<file path="config.mk">
export PLATFORM = sky130hd
export DESIGN_NAME = prc_read_cmds
export DESIGN_NICKNAME = d
export VERILOG_FILES = /design/src/rtl/prc_pkg.sv /design/src/rtl/prc_axil.sv /design/src/rtl/prc_read_cmds.sv
export SDC_FILE = /design/constraint.sdc
export NUM_CORES = 1
export LEC_CHECK = 0
export CAP_MARGIN = 5
export CORE_MARGIN = 2
export CORE_UTILIZATION = 50
export DETAILED_ROUTE_END_ITERATION = 16
export DONT_BUFFER_PORTS = 1
export SYNTH_ARGS = -nofsm -noshare
export SYNTH_HDL_FRONTEND = slang
export SYNTH_SLANG_ARGS = --single-unit
</file>
<file path="constraint.sdc">
create_clock -name aclk -period 5.7 [get_ports aclk]
set_input_delay 1.14 -clock aclk [delete_from_list [all_inputs] [get_ports aclk]]
set_output_delay 1.14 -clock aclk [all_outputs]
set_load 0.05 [all_outputs]
</file>
<file path="src/rtl/prc_pkg.sv">
package prc_pkg;

  // ****************************************
  // Register map and field layout
  // ****************************************
  localparam int         ADDR_W   = 6;
  localparam logic [5:0] OFF_DATA = 6'h00;
  localparam logic [5:0] OFF_ERR  = 6'h04;
  localparam logic [5:0] OFF_SCNT = 6'h08;
  localparam logic [5:0] OFF_SNUM = 6'h0c;
  localparam logic [5:0] OFF_CYLL = 6'h10;
  localparam logic [5:0] OFF_CYLH = 6'h14;
  localparam logic [5:0] OFF_DEVH = 6'h18;
  localparam logic [5:0] OFF_STAT = 6'h1c;
  localparam logic [5:0] OFF_MULT = 6'h20;
  localparam logic [5:0] OFF_CAPS = 6'h24;
  localparam logic [5:0] OFF_ECC  = 6'h28;

  localparam int ST_BSY      = 7;
  localparam int ST_DRDY     = 6;
  localparam int ST_DRQ      = 3;
  localparam int ST_CORR     = 2;
  localparam int ST_ERR      = 0;
  localparam int ER_UNC      = 6;
  localparam int ER_ABRT     = 2;
  localparam int CAP_LONG    = 0;
  localparam int CAP_MULT    = 1;
  localparam int MULT_EN_BIT = 8;

  // ****************************************
  // Opcodes, counts, reset values
  // ****************************************
  localparam logic [7:0] OP_SECT_R  = 8'h20;
  localparam logic [7:0] OP_SECT_NR = 8'h21;
  localparam logic [7:0] OP_LONG_R  = 8'h22;
  localparam logic [7:0] OP_LONG_NR = 8'h23;
  localparam logic [7:0] OP_MULT    = 8'hc4;

  localparam logic [8:0] MAX_SECT    = 9'h100;
  localparam logic [1:0] CAPS_RST    = 2'h3;
  localparam logic [7:0] ECC_RST     = 8'h04;
  localparam logic [7:0] MULT_RST    = 8'h00;
  localparam logic       MULT_EN_RST = 1'b1;
  localparam logic [1:0] RESP_OKAY   = 2'h0;
  localparam logic [1:0] RESP_SLVERR = 2'h2;

  // ****************************************
  // Types
  // ****************************************
  typedef struct packed {
    logic [27:0] lba;
    logic [8:0]  nsect;
    logic        long_rd;
  } prc_media_req_t;

  typedef struct packed {
    logic unc;
    logic corr;
  } prc_media_stat_t;

  typedef enum logic [1:0] {
    S_IDLE = 2'b00,
    S_REQ  = 2'b01,
    S_WAIT = 2'b10,
    S_XFER = 2'b11
  } prc_state_t;

  function automatic logic [8:0] prc_min9(input logic [8:0] a, input logic [8:0] b);
    return (a < b) ? a : b;
  endfunction

  function automatic logic prc_mapped(input logic [5:0] a);
    return (a[1:0] == 2'h0) && (a <= OFF_ECC);
  endfunction

endpackage

</file>
<file path="src/rtl/prc_axil.sv">
`timescale 1ns/1ps
module prc_axil (
  input  wire logic        aclk,     // Clock
  input  wire logic        aresetn,  // Sync reset, low
  input  wire logic [5:0]  awaddr,   // Write address
  input  wire logic        awvalid,  // Write address valid
  output logic             awready,  // Write address ready
  input  wire logic [31:0] wdata,    // Write data
  input  wire logic [3:0]  wstrb,    // Byte enables
  input  wire logic        wvalid,   // Write data valid
  output logic             wready,   // Write data ready
  output logic [1:0]       bresp,    // Write response
  output logic             bvalid,   // Write response valid
  input  wire logic        bready,   // Write response ready
  input  wire logic [5:0]  araddr,   // Read address
  input  wire logic        arvalid,  // Read address valid
  output logic             arready,  // Read address ready
  output logic [31:0]      rdata,    // Read data
  output logic [1:0]       rresp,    // Read response
  output logic             rvalid,   // Read data valid
  input  wire logic        rready,   // Read data ready
  output logic             wr_en,    // Register write pulse
  output logic [5:0]       wr_addr,  // Register write address
  output logic [31:0]      wr_data,  // Register write data
  output logic [3:0]       wr_strb,  // Register write lanes
  output logic             rd_en,    // Register read pulse
  output logic [5:0]       rd_addr,  // Register read address
  input  wire logic [31:0] rd_data   // Register read value
);

  logic aw_held;
  logic w_held;
  logic next_aw_held;
  logic next_w_held;
  logic [5:0]  next_wr_addr;
  logic [31:0] next_wr_data;
  logic [3:0]  next_wr_strb;
  logic        next_bvalid;
  logic [1:0]  next_bresp;
  logic        next_rvalid;
  logic [31:0] next_rdata;
  logic [1:0]  next_rresp;

  assign awready = !aw_held;
  assign wready  = !w_held;
  assign arready = !rvalid;
  assign wr_en   = aw_held && w_held && !bvalid;
  assign rd_en   = arvalid && !rvalid;
  assign rd_addr = araddr;

  always_comb
  begin
    next_aw_held = aw_held;
    next_w_held  = w_held;
    next_wr_addr = wr_addr;
    next_wr_data = wr_data;
    next_wr_strb = wr_strb;
    next_bvalid  = bvalid;
    next_bresp   = bresp;
    next_rvalid  = rvalid;
    next_rdata   = rdata;
    next_rresp   = rresp;
    if (awvalid && awready)
    begin
      next_aw_held = 1'b1;
      next_wr_addr = awaddr;
    end
    if (wvalid && wready)
    begin
      next_w_held  = 1'b1;
      next_wr_data = wdata;
      next_wr_strb = wstrb;
    end
    if (wr_en)
    begin
      next_aw_held = 1'b0;
      next_w_held  = 1'b0;
      next_bvalid  = 1'b1;
      next_bresp   = prc_pkg::prc_mapped(wr_addr) ? prc_pkg::RESP_OKAY : prc_pkg::RESP_SLVERR;
    end
    else if (bvalid && bready)
      next_bvalid = 1'b0;
    if (rd_en)
    begin
      next_rvalid = 1'b1;
      next_rdata  = rd_data;
      next_rresp  = prc_pkg::prc_mapped(araddr) ? prc_pkg::RESP_OKAY : prc_pkg::RESP_SLVERR;
    end
    else if (rvalid && rready)
      next_rvalid = 1'b0;
  end

  always_ff @(posedge aclk)
  begin
    if (!aresetn)
    begin
      aw_held <= 1'b0;
      w_held  <= 1'b0;
      wr_addr <= 6'h00;
      wr_data <= 32'h0000_0000;
      wr_strb <= 4'h0;
      bvalid  <= 1'b0;
      bresp   <= 2'h0;
      rvalid  <= 1'b0;
      rdata   <= 32'h0000_0000;
      rresp   <= 2'h0;
    end
    else
    begin
      aw_held <= next_aw_held;
      w_held  <= next_w_held;
      wr_addr <= next_wr_addr;
      wr_data <= next_wr_data;
      wr_strb <= next_wr_strb;
      bvalid  <= next_bvalid;
      bresp   <= next_bresp;
      rvalid  <= next_rvalid;
      rdata   <= next_rdata;
      rresp   <= next_rresp;
    end
  end

endmodule

</file>
<file path="src/rtl/prc_read_cmds.sv">
// What this block does
// - Decode long read opcodes 22h (retries) and 23h (no retries).
// - Long read returns data plus check bytes and posts no data error.
// - Check bytes move one per transfer on the low eight data bits.
// - An unimplemented read command completes with an aborted-command error.
// - Unrecoverable error ends the command; address registers hold failing sector.
// - Starting address comes from address registers three to six.
// - Multiple read raises DRQ only at the start of each block.
// - Multiple read interrupts when DRQ sets per block, none between sectors.
// - Multiple read counts sectors; block size comes from stored block count.
// - Uneven count gives full blocks then one remainder block.
// - Multiple read aborts when no block count is set or reads disabled.
// - Block error posts at block start; whole block still transfers.
// - Only an unrecoverable error stops further blocks; a correctable error lets them follow.
// - Decode sector read opcodes 20h (retries) and 21h (no retries).
// - Sector read moves one to 256 sectors; zero count means 256.
// - Sector read sets DRQ before every transfer, error or not.
// - Retry and no-retry variants behave the same here.
// - Abort sets abort and error flags, clears busy, raises interrupt.
//
// Chosen here: the AXI4-Lite interface to the registers and the register offsets.
`timescale 1ns/1ps
module prc_read_cmds (
  input  wire logic                     aclk,            // Clock, 20 MHz
  input  wire logic                     aresetn,         // Sync reset, low
  input  wire logic [5:0]               s_axi_awaddr,    // Write address
  input  wire logic                     s_axi_awvalid,   // Write address valid
  output logic                          s_axi_awready,   // Write address ready
  input  wire logic [31:0]              s_axi_wdata,     // Write data
  input  wire logic [3:0]               s_axi_wstrb,     // Byte enables
  input  wire logic                     s_axi_wvalid,    // Write data valid
  output logic                          s_axi_wready,    // Write data ready
  output logic [1:0]                    s_axi_bresp,     // Write response
  output logic                          s_axi_bvalid,    // Write response valid
  input  wire logic                     s_axi_bready,    // Write response ready
  input  wire logic [5:0]               s_axi_araddr,    // Read address
  input  wire logic                     s_axi_arvalid,   // Read address valid
  output logic                          s_axi_arready,   // Read address ready
  output logic [31:0]                   s_axi_rdata,     // Read data
  output logic [1:0]                    s_axi_rresp,     // Read response
  output logic                          s_axi_rvalid,    // Read data valid
  input  wire logic                     s_axi_rready,    // Read data ready
  output logic                          intrq,           // Interrupt request, high
  output logic                          med_req_valid,   // Block fetch request
  output prc_pkg::prc_media_req_t       med_req,         // Block address and size
  input  wire logic                     med_ack,         // Block status pulse
  input  wire prc_pkg::prc_media_stat_t med_stat,        // Block error status
  input  wire logic                     med_data_valid,  // Media word valid
  input  wire logic [15:0]              med_data,        // Media word
  output logic                          med_data_ready   // Media word taken
);

  // ****************************************
  // Register bus
  // ****************************************
  logic        wr_en;
  logic [5:0]  wr_addr;
  logic [31:0] wr_data;
  logic [3:0]  wr_strb;
  logic        rd_en;
  logic [5:0]  rd_addr;
  logic [31:0] rd_data;

  prc_axil u_axil (
    .aclk    (aclk),
    .aresetn (aresetn),
    .awaddr  (s_axi_awaddr),
    .awvalid (s_axi_awvalid),
    .awready (s_axi_awready),
    .wdata   (s_axi_wdata),
    .wstrb   (s_axi_wstrb),
    .wvalid  (s_axi_wvalid),
    .wready  (s_axi_wready),
    .bresp   (s_axi_bresp),
    .bvalid  (s_axi_bvalid),
    .bready  (s_axi_bready),
    .araddr  (s_axi_araddr),
    .arvalid (s_axi_arvalid),
    .arready (s_axi_arready),
    .rdata   (s_axi_rdata),
    .rresp   (s_axi_rresp),
    .rvalid  (s_axi_rvalid),
    .rready  (s_axi_rready),
    .wr_en   (wr_en),
    .wr_addr (wr_addr),
    .wr_data (wr_data),
    .wr_strb (wr_strb),
    .rd_en   (rd_en),
    .rd_addr (rd_addr),
    .rd_data (rd_data)
  );

  // ****************************************
  // State
  // ****************************************
  prc_pkg::prc_state_t state, next_state;
  logic [7:0]  err_r,    next_err_r;
  logic [7:0]  scnt,     next_scnt;
  logic [7:0]  snum,     next_snum;
  logic [7:0]  cyll,     next_cyll;
  logic [7:0]  cylh,     next_cylh;
  logic [7:0]  devh,     next_devh;
  logic        bsy,      next_bsy;
  logic        drq,      next_drq;
  logic        err,      next_err;
  logic        corr,     next_corr;
  logic        irq,      next_irq;
  logic [7:0]  mult_cnt, next_mult_cnt;
  logic        mult_en,  next_mult_en;
  logic [1:0]  caps,     next_caps;
  logic [7:0]  ecc_len,  next_ecc_len;
  logic        cmd_long, next_cmd_long;
  logic        cmd_mult, next_cmd_mult;
  logic        unc_hit,  next_unc_hit;
  logic [8:0]  remain,   next_remain;
  logic [8:0]  blk,      next_blk;
  logic [16:0] words,    next_words;
  logic [7:0]  ecc_left, next_ecc_left;
  logic [15:0] data_q,   next_data_q;
  logic        data_v,   next_data_v;

  logic [27:0] lba;
  logic [27:0] lba_adv;
  logic [8:0]  nsect;
  logic [8:0]  remain_n;
  logic        cmd_wr;
  logic        blk_end;
  logic [7:0]  op;
  logic        is_sect;
  logic        is_long;
  logic        is_mult;
  logic        bad_cmd;

  assign lba      = {devh[3:0], cylh, cyll, snum};
  assign lba_adv  = lba + {19'h00000, blk};
  assign nsect    = cmd_mult ? prc_pkg::prc_min9(remain, {1'b0, mult_cnt}) : 9'h001;
  assign remain_n = remain - blk;
  assign op       = wr_data[7:0];
  assign cmd_wr   = wr_en && wr_strb[0] && (wr_addr == prc_pkg::OFF_STAT) && (state == prc_pkg::S_IDLE);
  assign is_sect  = (op == prc_pkg::OP_SECT_R) || (op == prc_pkg::OP_SECT_NR);
  assign is_long  = (op == prc_pkg::OP_LONG_R) || (op == prc_pkg::OP_LONG_NR);
  assign is_mult  = (op == prc_pkg::OP_MULT);
  assign bad_cmd  = (is_long && !caps[prc_pkg::CAP_LONG])
                 || (is_mult && (!caps[prc_pkg::CAP_MULT] || (mult_cnt == 8'h00) || !mult_en))
                 || !(is_sect || is_long || is_mult);
  assign blk_end  = (state == prc_pkg::S_XFER) && (words == 17'h00000) && (ecc_left == 8'h00) && !data_v;

  assign intrq          = irq;
  assign med_req_valid  = (state == prc_pkg::S_REQ);
  assign med_req        = '{lba: lba, nsect: nsect, long_rd: cmd_long};
  assign med_data_ready = (state != prc_pkg::S_IDLE) && (state != prc_pkg::S_REQ) && !data_v
                       && ((words != 17'h00000) || (ecc_left != 8'h00));

  // ****************************************
  // Register read mux
  // ****************************************
  always_comb
  begin
    rd_data = 32'h0000_0000;
    case (rd_addr)
      prc_pkg::OFF_DATA: rd_data = {16'h0000, data_q};
      prc_pkg::OFF_ERR:  rd_data = {24'h000000, err_r};
      prc_pkg::OFF_SCNT: rd_data = {24'h000000, scnt};
      prc_pkg::OFF_SNUM: rd_data = {24'h000000, snum};
      prc_pkg::OFF_CYLL: rd_data = {24'h000000, cyll};
      prc_pkg::OFF_CYLH: rd_data = {24'h000000, cylh};
      prc_pkg::OFF_DEVH: rd_data = {24'h000000, devh};
      prc_pkg::OFF_STAT: rd_data = {24'h000000, bsy, !bsy, 2'h0, drq, corr, 1'b0, err};
      prc_pkg::OFF_MULT: rd_data = {23'h000000, mult_en, mult_cnt};
      prc_pkg::OFF_CAPS: rd_data = {30'h00000000, caps};
      prc_pkg::OFF_ECC:  rd_data = {24'h000000, ecc_len};
      default:           rd_data = 32'h0000_0000;
    endcase
  end

  // ****************************************
  // Command engine
  // ****************************************
  always_comb
  begin
    next_state = state;    next_err_r = err_r;     next_scnt = scnt;
    next_snum = snum;      next_cyll = cyll;       next_cylh = cylh;
    next_devh = devh;      next_bsy = bsy;         next_drq = drq;
    next_err = err;        next_corr = corr;       next_irq = irq;
    next_mult_cnt = mult_cnt;  next_mult_en = mult_en;
    next_caps = caps;      next_ecc_len = ecc_len; next_cmd_long = cmd_long;
    next_cmd_mult = cmd_mult;  next_unc_hit = unc_hit;
    next_remain = remain;  next_blk = blk;         next_words = words;
    next_ecc_left = ecc_left;  next_data_q = data_q;   next_data_v = data_v;

    // Status read acknowledges the interrupt
    if (rd_en && (rd_addr == prc_pkg::OFF_STAT))
      next_irq = 1'b0;
    if (rd_en && (rd_addr == prc_pkg::OFF_DATA))
      next_data_v = 1'b0;

    if (wr_en && wr_strb[0] && (state == prc_pkg::S_IDLE))
    begin
      case (wr_addr)
        prc_pkg::OFF_SCNT: next_scnt = wr_data[7:0];
        prc_pkg::OFF_SNUM: next_snum = wr_data[7:0];
        prc_pkg::OFF_CYLL: next_cyll = wr_data[7:0];
        prc_pkg::OFF_CYLH: next_cylh = wr_data[7:0];
        prc_pkg::OFF_DEVH: next_devh = wr_data[7:0];
        prc_pkg::OFF_MULT: next_mult_cnt = wr_data[7:0];
        prc_pkg::OFF_CAPS: next_caps = wr_data[1:0];
        prc_pkg::OFF_ECC:  next_ecc_len = wr_data[7:0];
        default:           next_scnt = scnt;
      endcase
    end
    if (wr_en && wr_strb[1] && (wr_addr == prc_pkg::OFF_MULT) && (state == prc_pkg::S_IDLE))
      next_mult_en = wr_data[prc_pkg::MULT_EN_BIT];

    // Word and check-byte loading
    if (med_data_ready && med_data_valid)
    begin
      next_data_v = 1'b1;
      if (words != 17'h00000)
      begin
        next_data_q = med_data;
        next_words  = words - 17'h00001;
      end
      else
      begin
        next_data_q   = {8'h00, med_data[7:0]};
        next_ecc_left = ecc_left - 8'h01;
      end
    end

    case (state)
      prc_pkg::S_IDLE:
      begin
        if (cmd_wr)
        begin
          next_err_r = 8'h00;
          next_corr  = 1'b0;
          if (bad_cmd)
          begin
            next_err_r[prc_pkg::ER_ABRT] = 1'b1;
            next_err = 1'b1;
            next_bsy = 1'b0;
            next_irq = 1'b1;
          end
          else
          begin
            next_err      = 1'b0;
            next_bsy      = 1'b1;
            next_irq      = 1'b0;
            next_cmd_long = is_long;
            next_cmd_mult = is_mult;
            next_remain   = is_long ? 9'h001 : ((scnt == 8'h00) ? prc_pkg::MAX_SECT : {1'b0, scnt});
            next_state    = prc_pkg::S_REQ;
          end
        end
      end
      prc_pkg::S_REQ:
      begin
        if (med_ack)
        begin
          next_blk      = nsect;
          next_words    = {nsect, 8'h00};
          next_ecc_left = cmd_long ? ecc_len : 8'h00;
          next_unc_hit  = med_stat.unc && !cmd_long;
          if (!cmd_long && med_stat.unc)
          begin
            next_err = 1'b1;
            next_err_r[prc_pkg::ER_UNC] = 1'b1;
          end
          if (!cmd_long && med_stat.corr)
            next_corr = 1'b1;
          next_state = prc_pkg::S_WAIT;
        end
      end
      prc_pkg::S_WAIT:
      begin
        if (data_v)
        begin
          next_bsy   = 1'b0;
          next_drq   = 1'b1;
          next_irq   = 1'b1;
          next_state = prc_pkg::S_XFER;
        end
      end
      prc_pkg::S_XFER:
      begin
        if (blk_end)
        begin
          next_drq = 1'b0;
          if (unc_hit)
          begin
            next_bsy   = 1'b0;
            next_state = prc_pkg::S_IDLE;
          end
          else
          begin
            {next_devh[3:0], next_cylh, next_cyll, next_snum} = lba_adv;
            next_scnt   = remain_n[7:0];
            next_remain = remain_n;
            next_bsy    = (remain_n != 9'h000);
            next_state  = (remain_n != 9'h000) ? prc_pkg::S_REQ : prc_pkg::S_IDLE;
          end
        end
      end
      default: next_state = prc_pkg::S_IDLE;
    endcase
  end

  always_ff @(posedge aclk)
  begin
    if (!aresetn)
    begin
      state <= prc_pkg::S_IDLE;  err_r <= 8'h00;  scnt <= 8'h00;
      snum <= 8'h00;  cyll <= 8'h00;  cylh <= 8'h00;  devh <= 8'h00;
      bsy <= 1'b0;  drq <= 1'b0;  err <= 1'b0;  corr <= 1'b0;  irq <= 1'b0;
      mult_cnt <= prc_pkg::MULT_RST;
      mult_en <= prc_pkg::MULT_EN_RST;
      caps <= prc_pkg::CAPS_RST;  ecc_len <= prc_pkg::ECC_RST;
      cmd_long <= 1'b0;  cmd_mult <= 1'b0;  unc_hit <= 1'b0;
      remain <= 9'h000;  blk <= 9'h000;  words <= 17'h00000;
      ecc_left <= 8'h00;  data_q <= 16'h0000;  data_v <= 1'b0;
    end
    else
    begin
      state <= next_state;  err_r <= next_err_r;  scnt <= next_scnt;
      snum <= next_snum;  cyll <= next_cyll;  cylh <= next_cylh;  devh <= next_devh;
      bsy <= next_bsy;  drq <= next_drq;  err <= next_err;  corr <= next_corr;  irq <= next_irq;
      mult_cnt <= next_mult_cnt;  mult_en <= next_mult_en;
      caps <= next_caps;  ecc_len <= next_ecc_len;
      cmd_long <= next_cmd_long;  cmd_mult <= next_cmd_mult;  unc_hit <= next_unc_hit;
      remain <= next_remain;  blk <= next_blk;  words <= next_words;
      ecc_left <= next_ecc_left;  data_q <= next_data_q;  data_v <= next_data_v;
    end
  end

  // ****************************************
  // Checks
  // ****************************************
  a_abort_flags:
  assert property (@(posedge aclk) disable iff (!aresetn)
    cmd_wr && bad_cmd |=> err_r[prc_pkg::ER_ABRT] && err && !bsy && intrq && state == prc_pkg::S_IDLE)
  else $error("abort did not post flags");

  a_mult_reject:
  assert property (@(posedge aclk) disable iff (!aresetn)
    cmd_wr && is_mult && (mult_cnt == 8'h00) |=> err_r[prc_pkg::ER_ABRT] && !med_req_valid)
  else $error("multiple read ran without block count");

  a_drq_irq_pair:
  assert property (@(posedge aclk) disable iff (!aresetn)
    $rose(drq) |-> intrq && !bsy && data_v)
  else $error("DRQ rose without interrupt");

  a_drq_block_start:
  assert property (@(posedge aclk) disable iff (!aresetn)
    $rose(drq) |-> $past(state) == prc_pkg::S_WAIT)
  else $error("DRQ rose inside a block");

  a_block_size:
  assert property (@(posedge aclk) disable iff (!aresetn)
    med_req_valid && cmd_mult |-> (med_req.nsect <= remain) && (med_req.nsect <= {1'b0, mult_cnt})
      && ((med_req.nsect == remain) || (med_req.nsect == {1'b0, mult_cnt})))
  else $error("block size wrong");

  a_zero_count:
  assert property (@(posedge aclk) disable iff (!aresetn)
    cmd_wr && !bad_cmd && is_sect && (scnt == 8'h00) |=> remain == 9'h100 ##1 med_req.nsect == 9'h001)
  else $error("zero count not taken as 256");

  a_check_byte_lane:
  assert property (@(posedge aclk) disable iff (!aresetn)
    med_data_ready && med_data_valid && (words == 17'h00000) |=> data_v && data_q[15:8] == 8'h00)
  else $error("check byte on upper lane");

  a_long_no_error:
  assert property (@(posedge aclk) disable iff (!aresetn)
    med_ack && med_req_valid && cmd_long |=> !err && !corr && !unc_hit)
  else $error("long read posted data error");

  a_unc_stop:
  assert property (@(posedge aclk) disable iff (!aresetn)
    blk_end && unc_hit |=> state == prc_pkg::S_IDLE && !bsy && lba == $past(lba))
  else $error("unrecoverable error did not stop at failing sector");

endmodule

</file>
==> results of run 1 <==
tightest hold or removal path, stage by stage (launching register included):
cell and delay (ns):
dfxtp_1 0.31, nand2_1 0.05, a21oi_1 0.05
registers in the layout, indices dropped and copies added, names as in the netlist, 6 cells and up:
signal	count
words	17
mult_cnt	8
u_axil.wr_addr	6
ecc_left	8
snum	8
cyll	8
u_axil.rdata	16
cylh	8
remain	9
u_axil.wr_data	9
blk	9
data_q	16
devh	8
ecc_len	8
scnt	8
path summary, 6_finish.rpt:
check        cells after the start  slack (ns)                startpoint                      end
min reg2reg                      2        0.45   data_q[14]$_SDFFE_PN0N_  data_q[14]$_SDFFE_PN0N_
max                              7        1.11  mult_cnt[6]$_SDFFE_PN0P_               med_req[8]
max reg2reg                      7        2.17     state[1]$_SDFFE_PN0P_   remain[1]$_SDFFE_PN0P_
min                              2        0.45   data_q[14]$_SDFFE_PN0N_  data_q[14]$_SDFFE_PN0N_
stage by stage:
step / power [mW] / cells / util (%) / instance area, um^2
after floorplan: 1.35 / 1180 / - / 9600
after global placement: 1.36 / 1339 / 51.1 / 9550
after detailed placement: 1.36 / 1339 / 51.1 / 9550
after CTS: 2.55 / 1371 / 54.3 / 10200
after global routing: 2.60 / 1371 / 54.3 / 10200
final: 2.53 / 1372 / 54.3 / 10200
power groups by stage:
stage,Combinational [mW],Clock [mW],Sequential [mW]
2_1_floorplan,0.113,0,1.24
3_3_place_gp,0.102,0,1.26
3_5_place_dp,0.103,0,1.26
4_1_cts,0.103,1.22,1.23
5_1_grt,0.111,1.26,1.23
6_report,0.104,1.20,1.23
layer usage:
layer	up-vias	wire (um)	global-route usage [%]
met1	4094	13500	41.1
met2	335	13200	44.7
met5	-	0	0
met4	0	1010	12.4
li1	4145	-	-
met3	66	2120	5.85
cell families (layout without fill, tap and decap cells):
| family | count (synthesis) | after routing | synth area share [%] |
|---|---|---|---|
| AND/OR/NAND/NOR | 448 | 448 | 24.2 |
| AO/OA/AOI/OAI | 307 | 307 | 21.5 |
| flip-flops | 170 | 170 | 35.7 |
| buffers and inverters | 122 | 79 | 5.93 |
| multiplexers | 51 | 51 | 5.41 |
| adder cells (fa/ha/maj) | 33 | 33 | 4.49 |
| XOR/XNOR | 30 | 30 | 2.76 |
| other | 1 | 20 | 0.0393 |
layout make-up:
cell class              instances  area (um^2)  area share [%]
clock buffers                  18          439            4.32
well taps                     234          293            2.88
inverters                      40          151            1.49
flip-flops and latches        170         3400            33.5
repair buffers                  7         52.6           0.517
diodes                          1         2.50          0.0246
clock inverters                14          169            1.66
multi-input cells             888         5650            55.6
cell usage in the layout (no fill, tap or decap), types with 15 or more instances in the layout:
master	instances
a211oi_1	28
a21oi_1	87
a22oi_1	25
a31oi_1	15
clkbuf_16	17
conb_1	19
dfxtp_1	170
ha_1	31
inv_1	39
mux2i_1	47
nand2_1	128
nand3_1	40
nor2_1	101
nor2b_1	19
nor3_1	26
nor4_1	19
o211ai_1	17
o21ai_0	43
o22ai_1	16
xnor2_1	24
==> run metrics, run 1 <==
status finished, final reports clean; Synth warnings 0; setup tns final 0 ns; syn_area_per_cell 8.21 um^2; biggest area consumer among synthesized cells dfxtp_1; DRT iter0 DRCs 712; worst path cell trace inv_1, ha_1, or2_2, a211o_1, a31oi_2, mux2i_1, nor2b_1; die height 142 um; Clock power frac between 40% and 50%; first-pass GRT wire length 45.9 mm; critical path arrival 3.45 ns; total grt overflow 0; top-count cell post-synth dfxtp_1; dpl ws 1.59 ns; share of cells above drive strength 1 around 6.2%; synth cell count leaders dfxtp_1, nand2_1, nor2_1; nets 1232; sequential share of power 48.5%; first drt pass iteration count 5; worst min path class reg2reg; clk_skew 0.0105 ns; Leak about 3.6 nW; DIE AREA 0.0202 mm^2; slowest CP cell nor2b_1; CTS tree done; Hold Buf Count CTS 0; Worst-Margin Slew 1.12 ns; Highest Clock Rate 0.218 GHz; unrepaired setup endpoints after global routing no; crit path max fanout 8; Synth area leaders dfxtp_1, nand2_1, mux2i_1; IO Count 157; Post-synth ARST share 0%; Pint 1.86 mW; initial antenna violation count 1; Final ANT Viol Nets 0; fillers 1779; final hold violation count 0; worst-skew pair later-pin latency 0.44 ns; Syn-to-layout area delta 6.56%; register bit total from synthesis 170; Via density 6.30; starting density of the core 51.0%; via count 8640; WL/cell between 20 and 25 um; ys flop type dfxtp_1; Clock Sinks 170; DRC viols 0; CTS clk-pin slew, worst paths 0.08 ns; Rel. slew slack 25.0%; Final HPWL DP 22.1 mm; minimum hold slack 0.452 ns; CP bufs+invs 1; Yosys cell types 87; switching share of power roughly a quarter; cts bufs inserted 17; Setup Crit Path Kind reg2out; CP required ~4.6 ns; Period minus WS final 4.59 ns; switching pwr approximately 0.67 mW; endpoints failing setup 0; final WL 29.8 mm; Total GRT Usage 29.5%; Combinational Power Share 4.1%; core area 0.0187 mm^2; post-synth top area share 35.7%; post-CTS sizing 0; largest net degree at the start of global routing 63; # rows 50; final worst slack 1.11 ns; clk root buf clkbuf_16; sequential-to-total area share from yosys stat 35.7%; Die X 142 um; crit-path max cell delay 0.79 ns; Post-CTS Setup Repair Bufs 0; vias in the first global route 7854; VDD IR max 0.220 mV; PD cells 249 mW/mm^2; Post-Syn Area 0.00954 mm^2; input/output buffers 0; critical path's top delay family simple AND/OR/NAND/NOR gates; max_cap viols 0; final slew viol count 0; Clock H-tree levels 4; startpoint types register; Critical Path Sink Type output pin; routability congestion estimate 0.948; maximum clock insertion buffer count 2; final period utilization 80.6%; Syn Inst Count 1162; EDFF count, synth 0
(Power assumes the default switching activity.)
==> run 2: changes to the inputs <==
==> constraint.sdc (replaced) <==
create_clock -name aclk -period 4.3 [get_ports aclk]
set_input_delay 0.86 -clock aclk [delete_from_list [all_inputs] [get_ports aclk]]
set_output_delay 0.86 -clock aclk [all_outputs]
set_load 0.05 [all_outputs]
==> run metrics, run 2 (same netlist as run 1, synthesis figures left out) <==
DRC viols 0 (unchanged); CP required 3.44 ns (was 4.56 ns); DRT iter0 DRCs 625 (was 712); commonest cells after routing, fill and taps aside dfxtp_1, nand2_1, nor2_1 (unchanged); register area 0.00340 mm^2 (unchanged); DIE AREA 0.0202 mm^2 (unchanged); crit-path max cell delay 0.59 ns (was 0.79 ns); input/output buffers 0 (unchanged); routability congestion estimate 0.932 (was 0.948); critical path arrival 3.12 ns (was 3.45 ns); CTS clk-pin slew, worst paths 0.07 ns (was 0.08 ns); initial antenna violation count 1 (unchanged); vias in the first global route 8106 (was 7854); Setup Crit Path Kind reg2out (unchanged); slowest CP cell a31oi_2 (was nor2b_1); Die X 142 um (unchanged); cts bufs inserted 17 (unchanged); IO Count 157 (unchanged); Leak 3.68 nW (was 3.56 nW); Biggest register words (unchanged); max_cap viols 0 (unchanged); Period minus WS final 3.98 ns; Cells after DPL 1363 (was 1339); worst path cell trace inv_1, ha_1, or2_2, a211o_1, a31oi_2, mux2i_1, nand2_1 (was inv_1, ha_1, or2_2, a211o_1, a31oi_2, mux2i_1, nor2b_1); Regs by FF count words x17, data_q x16, u_axil.rdata x16 (unchanged); most common cell after layout, fill and taps aside dfxtp_1 (unchanged); die height 142 um (unchanged); via count 8816 (was 8640); first-pass GRT wire length 46.6 mm (was 45.9 mm); final slew viol count 0 (unchanged); fillers 1801 (was 1779); Critical Path Sink Type output pin (unchanged); nets 1256 (was 1232); PD cells 328 mW/mm^2 (was 249 mW/mm^2); total grt overflow 0 (unchanged); switching share of power 25.5% (was 26.5%); first drt pass iteration count 7 (was 5); # rows 50 (unchanged); Clock power frac 47.7% (was 47.4%); Post-CTS Setup Repair Bufs 0 (unchanged); WL/cell 22.0 um (was 21.7 um); starting density of the core 51.0% (unchanged); clk_skew 0.0111 ns (was 0.0105 ns); Highest Clock Rate 0.251 GHz; worst min path class reg2reg (unchanged); sequential share of power 48.0% (was 48.5%); post-CTS sizing 0 (unchanged); Rel. slew slack 28.2% (was 25.0%); Worst-Margin Slew 1.07 ns (was 1.12 ns); switching pwr 0.866 mW (was 0.672 mW); Via density 6.32 (was 6.30); total power 3.39 mW (was 2.53 mW); setup tns final 0 ns (unchanged); max reg flops 17 (unchanged); crit path max fanout 8 (unchanged); multi-input logic area 0.00565 mm^2 (unchanged); clk root buf clkbuf_16 (unchanged); Final ANT Viol Nets 0 (unchanged); status finished, final reports clean (unchanged); Hold Buf Count CTS 0 (unchanged); endpoints failing setup 0 (unchanged); Final HPWL DP 22.7 mm (was 22.1 mm); Pint 2.52 mW (was 1.86 mW); Syn-to-layout area delta 8.40% (was 6.56%); core area 0.0187 mm^2 (unchanged); largest net degree at the start of global routing 37 (was 63); share of cells above drive strength 1 8.10% (was 6.24%); worst-skew pair later-pin latency 0.45 ns (was 0.44 ns); Combinational Power Share 4.3% (was 4.1%); final period utilization 92.5%; unrepaired setup endpoints after global routing no (unchanged); VDD IR max 0.304 mV (was 0.220 mV); final std cells w/o fill 1395 (was 1372); Clock H-tree levels 4 (unchanged); final hold violation count 0 (unchanged); Total GRT Usage 30.2% (was 29.5%); maximum clock insertion buffer count 2 (unchanged); startpoint types register (unchanged); final WL 30.7 mm (was 29.8 mm); CTS tree done (unchanged); Clock Sinks 170 (unchanged)
-- run 2: cell types whose count changed in the layout (fill, tap and decap cells not counted) --
cell	previous run	this run
bufinv_16	1	2
clkinv_8	1	0
inv_6	3	7
inv_8	7	1
buf_4	7	31
clkbuf_8	1	2
-- run 2: metrics by stage --
stage               hold slack, ns  setup WS [ns]  area (um^2)  utilization [%]
global placement             0.440          0.809         9730             52.0
detailed placement           0.445          0.769         9730             52.0
global route                 0.466          0.172        10300             55.3
finish                       0.453          0.323        10300             55.3
floorplan                    0.432          0.899         9600                -
CTS                          0.454          0.293        10300             55.3
-- run 2: worst paths after layout --
kind              cells past startpoint  slack [ns]                startpoint                      end
setup / recovery                      7        0.32  mult_cnt[6]$_SDFFE_PN0P_               med_req[1]
hold / removal                        2        0.45   data_q[10]$_SDFFE_PN0N_  data_q[10]$_SDFFE_PN0N_
setup reg to reg                      7        0.93     state[1]$_SDFFE_PN0P_   remain[1]$_SDFFE_PN0P_
hold reg to reg                       2        0.45   data_q[10]$_SDFFE_PN0N_  data_q[10]$_SDFFE_PN0N_
-- run 2: power groups by stage --
| stage | combinational, mW | sequential (mW) | clock, mW |
|---|---|---|---|
| final | 0.144 | 1.63 | 1.62 |
| after global placement | 0.143 | 1.66 | 0 |
| after detailed placement | 0.144 | 1.66 | 0 |
| after floorplan | 0.150 | 1.64 | 0 |
| after CTS | 0.144 | 1.63 | 1.63 |
| after global routing | 0.155 | 1.63 | 1.69 |
-- run 2: layout make-up --
cell class / count / area share [%]
Tap cell: 234 / 2.83
Timing Repair Buffer: 31 / 2.25
Sequential cell: 170 / 32.9
Clock buffer: 19 / 4.38
Clock inverter: 12 / 1.45
Multi-Input combinational cell: 888 / 54.7
Inverter: 40 / 1.46
Antenna cell: 1 / 0.0242
-- run 2: worst max-delay path: cells and delay by family (launching register included) --
family,cells,cell delay [ns]
compound gates,2,0.89
fa+ha+maj,1,0.21
buf+inv,1,0.07
flops,1,0.43
mux,1,0.39
simple gates,2,0.68
-- run 2: routing by layer --
metal  wire length (um)  global-route usage (%)
met1              13700                    40.0
met2              13600                    46.6
met3               2530                    8.65
met4                904                    11.9
met5                  0                       0
==> run 3: changes to the inputs <==
--- a/config.mk
+++ b/config.mk
@@ -12,4 +12,5 @@
 export DONT_BUFFER_PORTS = 1
 export SYNTH_ARGS = -nofsm -noshare
 export SYNTH_HDL_FRONTEND = slang
+export SYNTH_HIERARCHICAL = 1
 export SYNTH_SLANG_ARGS = --single-unit
==> run metrics, run 3 <==
syn_area_per_cell 8.26 um^2 (was 8.21 um^2); Regs by FF count u_axil/rdata x32, words x17, data_q x16 (was words x17, data_q x16, u_axil.rdata x16); critical path arrival 3.03 ns (was 3.12 ns); Synth warnings 6 (was 0); final WL 29.5 mm (was 30.7 mm); CTS tree done (unchanged); crit path max fanout 8 (unchanged); vias in the first global route 7785 (was 8106); most common cell after layout, fill and taps aside nand2_1 (was dfxtp_1); R2R Setup Slk 0.93 ns (about the same); Period minus WS final 3.89 ns (was 3.98 ns); Die X 145 um (was 142 um); Syn-to-layout area delta 9.34% (was 8.40%); final hold violation count 0 (unchanged); final std cells w/o fill 1473 (was 1395); status finished, final reports clean (unchanged); CP required 3.44 ns (about the same); crit-path max cell delay 0.73 ns (was 0.59 ns); Setup Crit Path Kind reg2out (unchanged); Leak 4.03 nW (was 3.68 nW); Cells after DPL 1440 (was 1363); worst min path class reg2reg (unchanged); post-CTS sizing 0 (unchanged); fillers 1909 (was 1801); DIE AREA 0.0209 mm^2 (was 0.0202 mm^2); unrepaired setup endpoints after global routing no (unchanged); nets 1302 (was 1256); setup tns final 0 ns (unchanged); dpl ws 0.898 ns (was 0.769 ns); CTS clk-pin slew, worst paths 0.08 ns (was 0.07 ns); core area 0.0195 mm^2 (was 0.0187 mm^2); Critical Path Sink Type output pin (unchanged); Total GRT Usage 28.0% (was 30.2%); Post-Syn Area 0.00990 mm^2 (was 0.00954 mm^2); final worst slack 0.406 ns (was 0.323 ns); Syn Inst Count 1198 (was 1162); Worst-Margin Slew 1.19 ns (was 1.07 ns); cts bufs inserted 17 (unchanged); slowest CP cell o21ai_1 (was a31oi_2); minimum hold slack 0.447 ns (was 0.453 ns); max_cap viols 0 (unchanged); Most Frequent Cell on Critical Path a21o_1; worst-skew pair later-pin latency 0.45 ns (about the same); first-pass GRT wire length 44.7 mm (was 46.6 mm); # rows 51 (was 50); via count 8720 (was 8816); max reg flops 32 (was 17); Highest Clock Rate 0.257 GHz (was 0.251 GHz); VDD IR max 0.290 mV (was 0.304 mV); total power 3.68 mW (was 3.39 mW); critical path's top delay family compound AO/OA/AOI/OAI gates (unchanged); clk root buf clkbuf_16 (unchanged); Biggest register u_axil/rdata (was words); starting density of the core 50.9% (was 51.0%); WL/cell 20.0 um (was 22.0 um); CP bufs+invs 2 (was 1); final slew viol count 0 (unchanged); endpoints failing setup 0 (unchanged); commonest cells after routing, fill and taps aside nand2_1, dfxtp_1, nor2_1 (was dfxtp_1, nand2_1, nor2_1); PD cells 340 mW/mm^2 (was 328 mW/mm^2); total grt overflow 0 (unchanged); largest net degree at the start of global routing 84 (was 37); Final ANT Viol Nets 0 (unchanged); Rel. slew slack 20.0% (was 28.2%); IO Count 157 (unchanged); Clock H-tree levels 4 (unchanged); final period utilization 90.6% (was 92.5%); Clock Sinks 186 (was 170); Post-CTS Setup Repair Bufs 0 (unchanged); input/output buffers 0 (unchanged); die height 145 um (was 142 um); Hold Buf Count CTS 0 (unchanged); Final HPWL DP 21.7 mm (was 22.7 mm); maximum clock insertion buffer count 2 (unchanged); DRT iter0 DRCs 771 (was 625); first drt pass iteration count 5 (was 7); share of cells above drive strength 1 9.11% (was 8.10%); initial antenna violation count 1 (unchanged); clk_skew 0.0151 ns (was 0.0111 ns); DRC viols 0 (unchanged); worst path cell trace inv_1, ha_1, a21o_1, a21o_1, a21oi_1, o21ai_1, mux2i_1, nor2b_1, buf_4 (was inv_1, ha_1, or2_2, a211o_1, a31oi_2, mux2i_1, nand2_1); routability congestion estimate 0.943 (was 0.932); Via density 5.92 (was 6.32); startpoint types register (unchanged)
-- run 3: cell types whose count changed in the layout (fill, tap and decap cells not counted), sizes merged, moves of 9 or more --
cell	delta
a22oi	-9
or3	-9
nand3	+14
dfxtp	+16
o21ai	-14
nand2	+69
buf	+9
a21boi	+45
a21oi	-25
o211ai	-18
a31oi	-9
nor2	-17
-- run 3: power by group --
group	total, mW	switching (mW)	internal (mW)
logic	0.149	0.102	0.0470
clock network	1.71	0.847	0.867
registers	1.82	0.0743	1.74
total	3.68	1.02	2.66
-- run 3: cell type report --
type	count	area (um^2)	share of cell area (%)
tap	265	332	3.06
clock buffer	17	425	3.93
inverter	48	185	1.71
timing repair buffer	40	300	2.77
sequential	186	3720	34.4
clock inverter	15	233	2.15
multi-input combinational	901	5620	52.0
antenna	1	2.50	0.0231
-- run 3: final timing paths --
check                                              start                 endpoint  depth (start not counted)
worst max-delay path            mult_cnt[1]$_SDFFE_PN0P_               med_req[7]                          9
worst min-delay path             data_q[15]$_SDFFE_PN0N_  data_q[15]$_SDFFE_PN0N_                          2
worst max register to register      words[11]$_SDFF_PN0_       cylh[3]$_SDFF_PN0_                          7
worst min register to register   data_q[15]$_SDFFE_PN0N_  data_q[15]$_SDFFE_PN0N_                          2
-- run 3: metal layers --
layer | part of all wire [%] | vias up | track usage, % | wire (um)
met5 | 0 | - | 0 | 0
met4 | 2.0 | 0 | 8.02 | 598
met3 | 7.6 | 42 | 7.17 | 2240
met2 | 45 | 302 | 43.3 | 13400
met1 | 45 | 4155 | 38.6 | 13300
li1 | - | 4221 | - | -
-- run 3: worst min-delay path, cell delays in order, from the launching register on --
cell,delay [ns]
dfxtp_1,0.31
nand2_1,0.05
a21oi_1,0.05
-- run 3: through the flow --
| stage | util, % | area (um^2) |
|---|---|---|
| 3_5_place_dp | 52.2 | 10200 |
| 4_1_cts | 55.6 | 10800 |
| 2_1_floorplan | - | 9960 |
| 6_report | 55.6 | 10800 |
| 3_3_place_gp | 52.2 | 10200 |
| 5_1_grt | 55.6 | 10800 |
